**config.mk**
```make
export PLATFORM = sky130hd
export DESIGN_NAME = gsc_sync_ctrl
export DESIGN_NICKNAME = d
export VERILOG_FILES = /design/src/inc/gsc_pkg.sv /design/src/hdl/gsc_sync_ctrl.sv
export SDC_FILE = /design/constraint.sdc
export NUM_CORES = 2
export LEC_CHECK = 0
export BUFFER_PORTS_ARGS = -buffer_cell sky130_fd_sc_hd__buf_2
export CAP_MARGIN = 10
export CORE_MARGIN = 2
export CORE_UTILIZATION = 30
export DETAILED_ROUTE_END_ITERATION = 8
export PLACE_DENSITY = 0.47
export SLEW_MARGIN = 20
export SYNTH_ARGS = -nofsm -noshare
export SYNTH_HDL_FRONTEND = slang
export SYNTH_SLANG_ARGS = --single-unit
```
**constraint.sdc**
```tcl
create_clock -name core_clk -period 15.2 [get_ports core_clk]
set_clock_uncertainty 0.15 [all_clocks]
set_input_delay 1.52 -clock core_clk [delete_from_list [all_inputs] [get_ports core_clk]]
set_output_delay 1.52 -clock core_clk [all_outputs]
set_load 0.02 [all_outputs]
```
**src/inc/gsc_pkg.sv**
```systemverilog
// shared constants and types of the generator synchronizer control block
package gsc_pkg;
    // clock and program cycle timing
    localparam int CLK_PERIOD_PS = 5000;
    localparam int PROG_CYCLE_US = 5000;
    localparam int PROG_CYCLE_CLKS = PROG_CYCLE_US * (1000000 / CLK_PERIOD_PS);
    // least lead of the blocking source before the operating delay ends
    localparam int BLOCK_LEAD_US = 5000;
    // widths
    localparam int SET_W = 16;
    localparam int ACC_W = 24;
    localparam int LEN_W = 20;
    localparam int TIME_W = 20;
    localparam int STAMP_W = 32;
    localparam int PROD_W = 32;
    // scaling of pulse length and of the close lead projection
    localparam int LEN_SHIFT = 10;
    localparam int PRE_SHIFT = 7;
    // setting defaults, units of 0.01 (% of nominal_voltage, Hz, plain); the pulse constant in 1/1024 program cycles
    localparam logic [SET_W-1:0] DEF_VDIFF_MAX = 16'h07D0;
    localparam logic [SET_W-1:0] DEF_VUP_LIM = 16'h07D0;
    localparam logic [SET_W-1:0] DEF_VDN_LIM = 16'hF830;
    localparam logic [SET_W-1:0] DEF_VINT_THR = 16'h03E8;
    localparam logic [LEN_W-1:0] DEF_PULSE_CONST = 20'h186A0;
    localparam logic [SET_W-1:0] DEF_FDIFF_MAX = 16'h01F4;
    localparam logic [SET_W-1:0] DEF_FINT_THR = 16'h0064;
    localparam logic [SET_W-1:0] DEF_PRECLOSE = 16'h000A;
    // filter time in program cycles (one step of 5 ms each)
    localparam logic [TIME_W-1:0] DEF_FILT_CYCLES = 20'h000C8;
    // event bit positions of the status vector
    localparam int EV_BLOCKED = 0;
    localparam int EV_RUNNING = 1;
    localparam int EV_VRAISE = 2;
    localparam int EV_VLOWER = 3;
    localparam int EV_FRAISE = 4;
    localparam int EV_FLOWER = 5;
    localparam int EV_CLOSE = 6;
    localparam int EV_LONG = 7;
    localparam int EV_REINIT = 8;
    localparam int EV_REQUEST = 9;
    localparam int N_EV = 10;
    // adjustment channels
    localparam int CH_VOLT = 0;
    localparam int CH_FREQ = 1;
    typedef enum logic [1:0] {S_IDLE, S_RUN, S_CLOSE, S_BLOCKED} gsc_state_t;
endpackage

```
**src/hdl/gsc_sync_ctrl.sv**
```systemverilog
// generator synchronizer control: start gating, raise/lower pulses, breaker close and events
`timescale 1ns/1ps
module gsc_sync_ctrl import gsc_pkg::*; #(
    parameter int unsigned PROG_CYCLES = PROG_CYCLE_CLKS
) (
    // clock and reset
    input wire logic core_clk,
    input wire logic rstn,
    // settings, 0.01 units; vlen_const and flen_const in 1/1024 program cycles
    input wire logic [SET_W-1:0] vdiff_max,
    input wire logic signed [SET_W-1:0] vup_lim,
    input wire logic signed [SET_W-1:0] vdn_lim,
    input wire logic signed [SET_W-1:0] vint_thr,
    input wire logic [LEN_W-1:0] vlen_const,
    input wire logic [SET_W-1:0] fdiff_max,
    input wire logic signed [SET_W-1:0] fint_thr,
    input wire logic [LEN_W-1:0] flen_const,
    input wire logic signed [SET_W-1:0] preclose,
    input wire logic signed [SET_W-1:0] angle_win,
    // settings, program cycles, and the multi_close switch
    input wire logic [TIME_W-1:0] filt_cycles,
    input wire logic [TIME_W-1:0] close_len,
    input wire logic [TIME_W-1:0] max_sync,
    input wire logic multi_close,
    // measurements, same clock
    input wire logic signed [SET_W-1:0] volt_diff,
    input wire logic signed [SET_W-1:0] volt_ctl,
    input wire logic signed [SET_W-1:0] freq_diff,
    input wire logic signed [SET_W-1:0] angle_diff,
    // control
    input wire logic sync_req,
    input wire logic block_pin,
    input wire logic brk_closed_pin,
    // event selection
    input wire logic [N_EV-1:0] evt_sel_on,
    input wire logic [N_EV-1:0] evt_sel_off,
    // adjustment and breaker commands
    output logic volt_raise,
    output logic volt_lower,
    output logic freq_raise,
    output logic freq_lower,
    output logic brk_close,
    // status
    output logic sync_blocked,
    output logic sync_running,
    output logic long_sync,
    output logic close_fail,
    output logic prog_tick,
    // events
    output logic [N_EV-1:0] evt_on,
    output logic [N_EV-1:0] evt_off,
    output logic [STAMP_W-1:0] evt_stamp
);
    localparam int CNT_W = $clog2(PROG_CYCLES);

    if (PROG_CYCLES < 2) begin : g_bad_cycle
        $error("PROG_CYCLES must be at least 2");
    end

    function automatic logic [SET_W-1:0] mag(input logic signed [SET_W-1:0] v);
        return (v < 0) ? SET_W'(-v) : SET_W'(v);
    endfunction

    function automatic logic [LEN_W-1:0] pulse_len(input logic [LEN_W-1:0] c);
        logic [LEN_W-1:0] s;
        s = c >> LEN_SHIFT;
        return (s == '0) ? LEN_W'(1) : s;
    endfunction

    // program cycle timing
    logic [CNT_W-1:0] tick_cnt;
    logic step;
    logic [STAMP_W-1:0] stamp;

    always_ff @(posedge core_clk) begin
        if (!rstn) begin
            tick_cnt <= '0;
            prog_tick <= 1'b0;
            step <= 1'b0;
            stamp <= '0;
        end else begin
            prog_tick <= (tick_cnt == CNT_W'(PROG_CYCLES - 1));
            tick_cnt <= (tick_cnt == CNT_W'(PROG_CYCLES - 1)) ? '0 : tick_cnt + CNT_W'(1);
            step <= prog_tick;
            if (prog_tick) begin
                stamp <= stamp + STAMP_W'(1);
            end
        end
    end

    // pin inputs: bit 0 blocking, bit 1 breaker closed
    logic [1:0] sy1, sy2, sy3, pin_f;
    logic blk;
    wire [1:0] pin_agree = ~(sy2 ^ sy3);
    wire [1:0] next_pin_f = (sy2 & pin_agree) | (pin_f & ~pin_agree);

    always_ff @(posedge core_clk) begin
        if (!rstn) begin
            sy1 <= '0;
            sy2 <= '0;
            sy3 <= '0;
            pin_f <= '0;
            blk <= 1'b0;
        end else begin
            sy1 <= {brk_closed_pin, block_pin};
            sy2 <= sy1;
            sy3 <= sy2;
            pin_f <= next_pin_f;
            // taken once at the cycle start, so a late block waits a full cycle
            if (prog_tick) begin
                blk <= pin_f[0];
            end
        end
    end

    // start permission
    wire v_ok = mag(volt_diff) <= vdiff_max;
    wire f_ok = mag(freq_diff) <= fdiff_max;
    wire permit = sync_req && v_ok && f_ok;

    // angle slope over the filter window and projected close angle
    logic [TIME_W-1:0] win_cnt;
    logic signed [SET_W-1:0] angle_mark, slip;
    logic slip_valid;
    wire win_end = (win_cnt + TIME_W'(1)) >= filt_cycles;
    wire signed [PROD_W-1:0] prod = PROD_W'(slip) * PROD_W'(preclose);
    wire signed [PROD_W-1:0] pred = PROD_W'(angle_diff) + (prod >>> PRE_SHIFT);
    wire pred_ok = (pred <= PROD_W'(angle_win)) && (pred >= -PROD_W'(angle_win));

    always_ff @(posedge core_clk) begin
        if (!rstn || !sync_running) begin
            win_cnt <= '0;
            angle_mark <= angle_diff;
            slip <= '0;
            slip_valid <= 1'b0;
        end else if (step) begin
            win_cnt <= win_end ? '0 : win_cnt + TIME_W'(1);
            if (win_end) begin
                slip <= angle_diff - angle_mark;
                angle_mark <= angle_diff;
                slip_valid <= 1'b1;
            end
        end
    end

    // sequence control
    gsc_state_t state, next_state;
    logic [TIME_W-1:0] run_t, close_t;
    wire sync_late = run_t >= max_sync;
    wire close_end = (close_t + TIME_W'(1)) >= close_len;
    wire close_ok = permit && slip_valid && pred_ok;
    wire brk_done = pin_f[1];

    always_comb begin
        next_state = state;
        if (step) begin
            unique case (state)
                S_IDLE: begin
                    if (permit) begin
                        next_state = blk ? S_BLOCKED : S_RUN;
                    end
                end
                S_RUN: begin
                    if (blk) begin
                        next_state = S_BLOCKED;
                    end else if (!sync_req || sync_late) begin
                        next_state = S_IDLE;
                    end else if (close_ok) begin
                        next_state = S_CLOSE;
                    end
                end
                S_CLOSE: begin
                    if (close_end) begin
                        next_state = (brk_done || !multi_close) ? S_IDLE : S_RUN;
                    end
                end
                S_BLOCKED: begin
                    if (!blk) begin
                        next_state = S_IDLE;
                    end
                end
            endcase
        end
    end

    always_ff @(posedge core_clk) begin
        if (!rstn) begin
            state <= S_IDLE;
            sync_blocked <= 1'b0;
            sync_running <= 1'b0;
            brk_close <= 1'b0;
            run_t <= '0;
            close_t <= '0;
            long_sync <= 1'b0;
            close_fail <= 1'b0;
        end else begin
            state <= next_state;
            sync_blocked <= (next_state == S_BLOCKED);
            sync_running <= (next_state == S_RUN) || (next_state == S_CLOSE);
            brk_close <= (next_state == S_CLOSE);
            if (step) begin
                run_t <= (state == S_IDLE) ? '0 : run_t + TIME_W'(1);
                close_t <= (state == S_CLOSE) ? close_t + TIME_W'(1) : '0;
            end
            if (state == S_IDLE && next_state == S_RUN) begin
                long_sync <= 1'b0;
                close_fail <= 1'b0;
            end
            if (state == S_RUN && next_state == S_IDLE && sync_late && sync_req && !blk) begin
                long_sync <= 1'b1;
            end
            // breaker did not report closed: retried only with multi_close
            if (state == S_CLOSE && step && close_end && !brk_done) begin
                close_fail <= 1'b1;
            end
        end
    end

    // raise and lower channels
    logic signed [SET_W-1:0] ch_err [2];
    logic signed [SET_W-1:0] ch_thr [2];
    logic [LEN_W-1:0] ch_const [2];
    logic ch_up_ok [2];
    logic ch_dn_ok [2];
    logic [1:0] raise_q, lower_q;

    assign ch_err[CH_VOLT] = volt_diff;
    assign ch_err[CH_FREQ] = freq_diff;
    assign ch_thr[CH_VOLT] = vint_thr;
    assign ch_thr[CH_FREQ] = fint_thr;
    assign ch_const[CH_VOLT] = vlen_const;
    assign ch_const[CH_FREQ] = flen_const;
    assign ch_up_ok[CH_VOLT] = volt_ctl < vup_lim;
    assign ch_dn_ok[CH_VOLT] = volt_ctl > vdn_lim;
    assign ch_up_ok[CH_FREQ] = 1'b1;
    assign ch_dn_ok[CH_FREQ] = 1'b1;

    for (genvar c = 0; c < 2; c++) begin : g_adj
        logic signed [ACC_W-1:0] acc;
        logic [LEN_W-1:0] cnt;
        wire signed [ACC_W-1:0] sum = acc + ACC_W'(ch_err[c]);
        wire signed [ACC_W-1:0] thr = ACC_W'(ch_thr[c]);
        wire fire_up = sum >= thr;
        wire fire_dn = sum <= -thr;

        // the sum is held while a pulse runs, so a pulse is never stretched
        always_ff @(posedge core_clk) begin
            if (!rstn || !sync_running) begin
                acc <= '0;
                cnt <= '0;
                raise_q[c] <= 1'b0;
                lower_q[c] <= 1'b0;
            end else if (step) begin
                if (cnt != '0) begin
                    cnt <= cnt - LEN_W'(1);
                    if (cnt == LEN_W'(1)) begin
                        raise_q[c] <= 1'b0;
                        lower_q[c] <= 1'b0;
                    end
                end else if (fire_up || fire_dn) begin
                    acc <= '0;
                    if (fire_up ? ch_up_ok[c] : ch_dn_ok[c]) begin
                        cnt <= pulse_len(ch_const[c]);
                        raise_q[c] <= fire_up;
                        lower_q[c] <= !fire_up;
                    end
                end else begin
                    acc <= sum;
                end
            end
        end
    end

    assign volt_raise = raise_q[CH_VOLT];
    assign volt_lower = lower_q[CH_VOLT];
    assign freq_raise = raise_q[CH_FREQ];
    assign freq_lower = lower_q[CH_FREQ];

    // events
    logic req_q;
    logic [N_EV-1:0] st_prev;
    logic [N_EV-1:0] st;

    assign st[EV_BLOCKED] = sync_blocked;
    assign st[EV_RUNNING] = sync_running;
    assign st[EV_VRAISE] = raise_q[CH_VOLT];
    assign st[EV_VLOWER] = lower_q[CH_VOLT];
    assign st[EV_FRAISE] = raise_q[CH_FREQ];
    assign st[EV_FLOWER] = lower_q[CH_FREQ];
    assign st[EV_CLOSE] = brk_close;
    assign st[EV_LONG] = long_sync;
    assign st[EV_REINIT] = close_fail;
    assign st[EV_REQUEST] = req_q;

    wire [N_EV-1:0] rise = st & ~st_prev;
    wire [N_EV-1:0] fall = ~st & st_prev;

    always_ff @(posedge core_clk) begin
        if (!rstn) begin
            req_q <= 1'b0;
            st_prev <= '0;
            evt_on <= '0;
            evt_off <= '0;
            evt_stamp <= '0;
        end else begin
            if (step) begin
                req_q <= sync_req;
            end
            st_prev <= st;
            evt_on <= rise & evt_sel_on;
            evt_off <= fall & evt_sel_off;
            if ((rise | fall) != '0) begin
                evt_stamp <= stamp;
            end
        end
    end
endmodule // gsc_sync_ctrl

```
; Word-level counts from Yosys, hierarchy flattened
; Index checks and enable logic that the tools add are counted.
[op_classes]
eq_ne = 11
n_mux = 43
multipliers = 1
magnitude_cmp = 15
add_sub_neg = 16
reduce_logical = 50
bitwise = 16
[ops]
columns = operator, n
row1 = $mux W20, 8
row2 = $add A20 B1 Y20 const B, 4
row3 = $mux W16, 5
row4 = $ge A20 B20 Y1, 3
row5 = $add A24 B16 Y24, 2
row6 = $ge A24 B16 Y1, 2
row7 = $le A24 B24 Y1, 2
row8 = $mux W24, 2
row9 = $neg A16 Y24, 2
row10 = $and A10 B10 Y10, 4
row11 = $eq A20 B1 Y1 const B, 2
row12 = $logic_not A20 Y1, 2
row13 = $reduce_bool A20 Y1, 2
row14 = $sub A20 B1 Y20 const B, 2
row15 = $add A32 B1 Y32 const B, 1
row16 = $ge A26 B32 Y1, 1
row17 = $le A16 B16 Y1, 2
row18 = $lt A16 B1 Y1 const B, 2
row19 = $mul A16 B16 Y32, 1
row20 = $neg A16 Y16, 2
row21 = $neg A16 Y32, 1
row22 = $add A16 B25 Y26, 1
row23 = $le A26 B16 Y1, 1
row24 = $eq A20 B20 Y1 const B, 1
row25 = 27 further kinds, 97
[totals]
word_cells = 186
register_bits = 318
out_inout_bits = 62
inputBits = 318

; Logic depth before layout (Yosys ltp)
[logic_depth]
word_depth = 18
mapped_depth = 49
ltp_nobuf = 48

; Worst setup path before layout
; No wires, ideal clock.
[synth_timing]
path_type = input to register
start = input preclose[1]
end = register long_sync
setup_ns = 0.128
t_arrival_ns = 10.756
n_path_buf = 2
path_slack_ns = 4.167
required_time_ns = 14.922
path_stages = 45
path_cell_list = clkbuf_1 nand2_1 inv_1 fa_1 inv_1 fa_1 inv_1 fa_1 fa_1 fa_1 inv_1 fa_1 inv_1 ha_1 a21oi_1 nor2b_1 o21ai_0 nand2b_1 [... 9 more ...] a21oi_1 o21a_1 o21ai_0 xor2_1 ha_1 nand4_1 nor4_1 o21a_1 o22ai_1 nand4_1 o211ai_1 o211ai_1 nor2_1 o22a_1 ha_1 nor3b_1 a22oi_1 nor2_1
[synth_via]
elab_chain_cells = 16
elab_cells_between_ends = 20
classes_between = add/sub: 1 / mul: 1 / order compare: 2 / eq/ne: 1 / mux: 6 / reduce/logical: 9
[synth_rtl]
columns = element, line_no
row1 = "start, declared", gsc_sync_ctrl.sv:18  ; input wire logic signed [SET_W-1:0] preclose,
row2 = $mul A16 B16 Y32 (*), gsc_sync_ctrl.sv:126  ; wire signed [PROD_W-1:0] prod = PROD_W'(slip) * PROD_W'(preclose);
row3 = $add A16 B25 Y26 (*), gsc_sync_ctrl.sv:127  ; wire signed [PROD_W-1:0] pred = PROD_W'(angle_diff) + (prod >>> PRE_SHIFT);
row4 = $ge A26 B32 Y1 / $le A26 B16 Y1 (equally long branches), gsc_sync_ctrl.sv:128  ; wire pred_ok = (pred <= PROD_W'(angle_win)) && (pred >= -PROD_W'(angle_win));
row5 = $logic_and A1 B1 Y1 (*), gsc_sync_ctrl.sv:128
row6 = $logic_and A1 B1 Y1 (*), gsc_sync_ctrl.sv:151  ; wire close_ok = permit && slip_valid && pred_ok;
row7 = $mux W2 (*), gsc_sync_ctrl.sv:168  ; end else if (close_ok) begin
row8 = $mux W2 (*), gsc_sync_ctrl.sv:166  ; end else if (!sync_req || sync_late) begin
row9 = $mux W2 (*), gsc_sync_ctrl.sv:164  ; if (blk) begin
row10 = $pmux W2 S4 (*), gsc_sync_ctrl.sv:157  ; unique case (state)
row11 = $mux W2 (*), gsc_sync_ctrl.sv:156  ; if (step) begin
row12 = $logic_not A2 Y1, gsc_sync_ctrl.sv:209  ; if (state == S_RUN && next_state == S_IDLE && sync_late && sync_req && !blk) begin
row13 = $logic_and A1 B1 Y1 (4 in a row), gsc_sync_ctrl.sv:209
row14 = $mux W1 / $reduce_bool A2 Y1 (equally long branches), --
row15 = "end signal, assigned", gsc_sync_ctrl.sv:194  ; long_sync <= 1'b0;
row16 = "end signal, assigned", gsc_sync_ctrl.sv:206  ; long_sync <= 1'b0;
row17 = "end signal, assigned", gsc_sync_ctrl.sv:210  ; long_sync <= 1'b1;
row18 = "end, declared", gsc_sync_ctrl.sv:46  ; output logic long_sync,
; Mark *: on every way between the ends. The rest lies on a longest branch, timed or not.
; A chain may end at the register's enable or synchronous reset.

; Worst setup path in the final report
[layout_timing]
start = input preclose[6]
end = register long_sync
; The elaborated chain is that of the path after synthesis.

==> results by group <==
Run status
  • Outcome: completed

Route
  • Detailed Routing Iterations Pass 1: 4
  • Via count of the routed design: 29300
  • Antenna Nets Post-Route: 0
  • Vias per Instance: 4.85
  • Final routed wire length divided by cell count: 16.4 um
  • DR DRC count: 0
  • Violation count after the first detailed-routing iteration: 1419
  • Total wire length: 99500 um

CTS
  • H-tree lvl count: 2
  • Clock latency on the worst-skew pair: 0.63 ns
  • Sinks on Clock Net: 318
  • Setup fix buffers added after clock tree synthesis: 0
  • Clk root buf: sky130_fd_sc_hd__clkbuf_16
  • Largest buffer count on any clock path: 3
  • Quantity of gates resized following cts: 0
  • Clock buffers created by TritonCTS: 44
  • TritonCTS clock tree: yes
  • Clock slew at the register clock pins of the worst setup and hold paths: 0.06 ns
  • Quantity of hold-fixing buffers added after cts: 0

Timing
  • Final Slew Violations: 0
  • Setup violators final: 0
  • Tightest Pin Transition: 1.04 ns
  • Min cycle time layout: 12.17 ns
  • Accumulated negative setup slack: 0 ns
  • Final cycle utilization of the critical path: 80.1%
  • Unrepaired setup endpoints after global routing: false
  • Maximum clock frequency: 82.1 MHz
  • Hold Violations, Final: 0
  • Headroom to the max-slew limit: 30.3%

Global route
  • Maximum number of pins on one net before global-route repair: 93
  • Initial antenna violation count: 40
  • Overall Global Routing Usage: 16.8%
  • Final global-route overflow total: 0
  • Number of global-route vias before repair: 29900
  • Global-route wire length before repair: 162000 um

Layout
  • Total number of nets in the final design: 5544
  • Area of the multi-input gates: 0.0257 sq mm
  • Share of layout cells above drive strength 1: 11.3%
  • Most frequent cells in the layout: sky130_fd_sc_hd__inv_1, sky130_fd_sc_hd__ha_1, sky130_fd_sc_hd__buf_2
  • Sequential standard cell area: 0.00653 sq mm
  • Total of fill cells in the finished design: 12300
  • Area overhead of the layout relative to synthesis: 14.1%
  • Most frequent standard cell in the layout excluding fill and tap cells: sky130_fd_sc_hd__inv_1
  • Total non-filler cell area in the finished layout: 0.0399 sq mm
  • Utilization of the core after routing: 34.4%

Setup path
  • R2R setup slack: 3.48 ns
  • Data arrival time of the critical path: 12.59 ns
  • Path depth of the worst reg2reg path: 45
  • Cell family with most CP delay: adder cells
  • Highest-delay cell along the critical path: sky130_fd_sc_hd__o311ai_0
  • Crit path max fanout: 16
  • Startpoint class of the critical path: input pin
  • CP Depth: 46
  • Crit path buffers/inverters: 5
  • Type of the worst setup path: in -> reg
  • Required arrival time at the worst endpoint: 15.61 ns
  • Worst setup path end: long_sync
  • Crit Reg-Reg Endpoint: long_sync
  • CP most frequent cell: sky130_fd_sc_hd__fa_1
  • Critical path launch point: preclose[6]
  • Worst reg2reg startpoint: slip[7]
  • Max stage delay on crit path: 0.69 ns
  • Kind of end point of the critical path: register

Yosys
  • Number of standard cells after synthesis: 4168
  • Count of state elements after synthesis: 318
  • Warnings, synthesis: 0
  • Fraction of registers with async set/reset: 0%
  • Synth Net Count: 5229
  • Unique masters post-synth: 95
  • Post-synthesis area per instance: 8.38 sq um
  • Post-synth design cell area: 0.0349 sq mm
  • Primary FF master, synth: sky130_fd_sc_hd__dfxtp_1
  • Register area share after synthesis: 18.7%
  • Post-synth EDFFs: 16

Power
  • Pwr per Cell Area: 60.7 mW/mm^2
  • IR Drop Worst-Case VDD: 91.0 uV
  • Reported leakage power: 19.1 nW

Floorplanning
  • Num ports: 380
  • Row count: 125
  • Horiz. Die Dim: 345 um
  • Effective utilization at floorplan: 30.2%
  • Die extent in y: 345 um
  • Core Region: 0.116 sq mm
  • Total die area: 0.119 sq mm

Place
  • Port-buffer cells: 359
  • Final HPWL from detailed placement: 79700 um
  • Total cell area at the placement stage: 0.0383 sq mm
  • Weighted congestion reported at the end of routability-driven placement: 0.829

Min path
  • Worst min path class: reg -> reg
  • Hold-critical path depth: 1

Flow run
  • Max-cap violations: 0
==> flip-flops by register name (all words and copies together), names as in the netlist, 2 cells and up, named ones only <==
signal      count
slip           16
sy2             2
state           2
tick_cnt       20
g_adj.acc      48
sy3             2
angle_mark     16
g_adj.cnt      40
close_t        20
evt_off        10
evt_stamp      32
stamp          32
st_prev        10
sy1             2
win_cnt        20
run_t          20
evt_on         10
==> power by group <==
group	internal, mW	switching, mW
sequential	0.847	0.00331
clock	0.622	0.440
combinational	0.209	0.297
==> cell families (layout without fill, tap and decap cells) <==
family | count (synthesis) | in the layout | synth area share [%]
mux | 46 | 46 | 1.33
compound gates | 719 | 719 | 13.9
fa+ha+maj | 743 | 743 | 32.3
simple gates | 1357 | 1357 | 19.0
buf+inv | 704 | 1051 | 7.78
xor+xnor | 281 | 281 | 7.04
flops | 318 | 318 | 18.7
other cells | 0 | 13 | 0
==> through the flow <==
step | power [mW] | hold WS [ns] | std cells | setup WS, ns
global route | 2.57 | 0.304 | 6052 | 2.09
detailed placement | 1.38 | 0.270 | 5961 | 2.38
floorplan | 1.21 | 0.262 | 4168 | 4.17
global placement | 1.37 | 0.265 | 5961 | 2.43
finish | 2.42 | 0.279 | 6052 | 3.03
CTS | 2.47 | 0.283 | 6039 | 3.03
==> cells in the mapped netlist, types with 105 or more instances <==
library cell | count | area (sq um)
sky130_fd_sc_hd__and2_1 | 131 | 820
sky130_fd_sc_hd__nand2_1 | 316 | 1190
sky130_fd_sc_hd__inv_1 | 592 | 2220
sky130_fd_sc_hd__o21ai_0 | 106 | 531
sky130_fd_sc_hd__xnor2_1 | 176 | 1540
sky130_fd_sc_hd__nand3_1 | 118 | 591
sky130_fd_sc_hd__xor2_1 | 105 | 920
sky130_fd_sc_hd__a21oi_1 | 190 | 951
sky130_fd_sc_hd__ha_1 | 478 | 5980
sky130_fd_sc_hd__dfxtp_1 | 302 | 6050
sky130_fd_sc_hd__fa_1 | 265 | 5310
sky130_fd_sc_hd__nor2_1 | 357 | 1340
==> final cells by class <==
class                           count  share of cell area (%)
Multi-Input combinational cell   3146                    64.6
Sequential cell                   318                    16.4
Timing Repair Buffer              379                    4.88
Antenna cell                       13                  0.0816
Tap cell                         1524                    4.78
Clock buffer                       62                    3.18
Clock inverter                     16                   0.543
Inverter                          594                    5.60
==> worst register-to-register path: cells and delay by family (launching register included) <==
kind            cells  cell delay (ns)
simple gates       15             2.95
compound gates     15             3.45
buf+inv             4             0.30
fa+ha+maj          10             3.89
xor+xnor            1             0.10
flops               1             0.87
==> worst min path at each step <==
stage	from	to	slack, ns
finish	sy1[1]	sy2[1]	0.28
global route	sy1[1]	sy2[1]	0.30
CTS	sy1[1]	sy2[1]	0.28
detailed placement	sy1[1]	sy2[1]	0.27
global placement	sy1[0]	sy2[0]	0.27
floorplan	sy1[0]	sy2[0]	0.26
==> routing by layer <==
metal / global-route usage (%) / wire [um] / up-vias
met5: 0 / 253 / -
met4: 4.81 / 2640 / 40
met3: 4.02 / 5400 / 148
met2: 28.2 / 46000 / 525
met1: 21.5 / 45300 / 13800
li1: - / - / 14800
No activity file was read; power rests on OpenSTA's default activity.
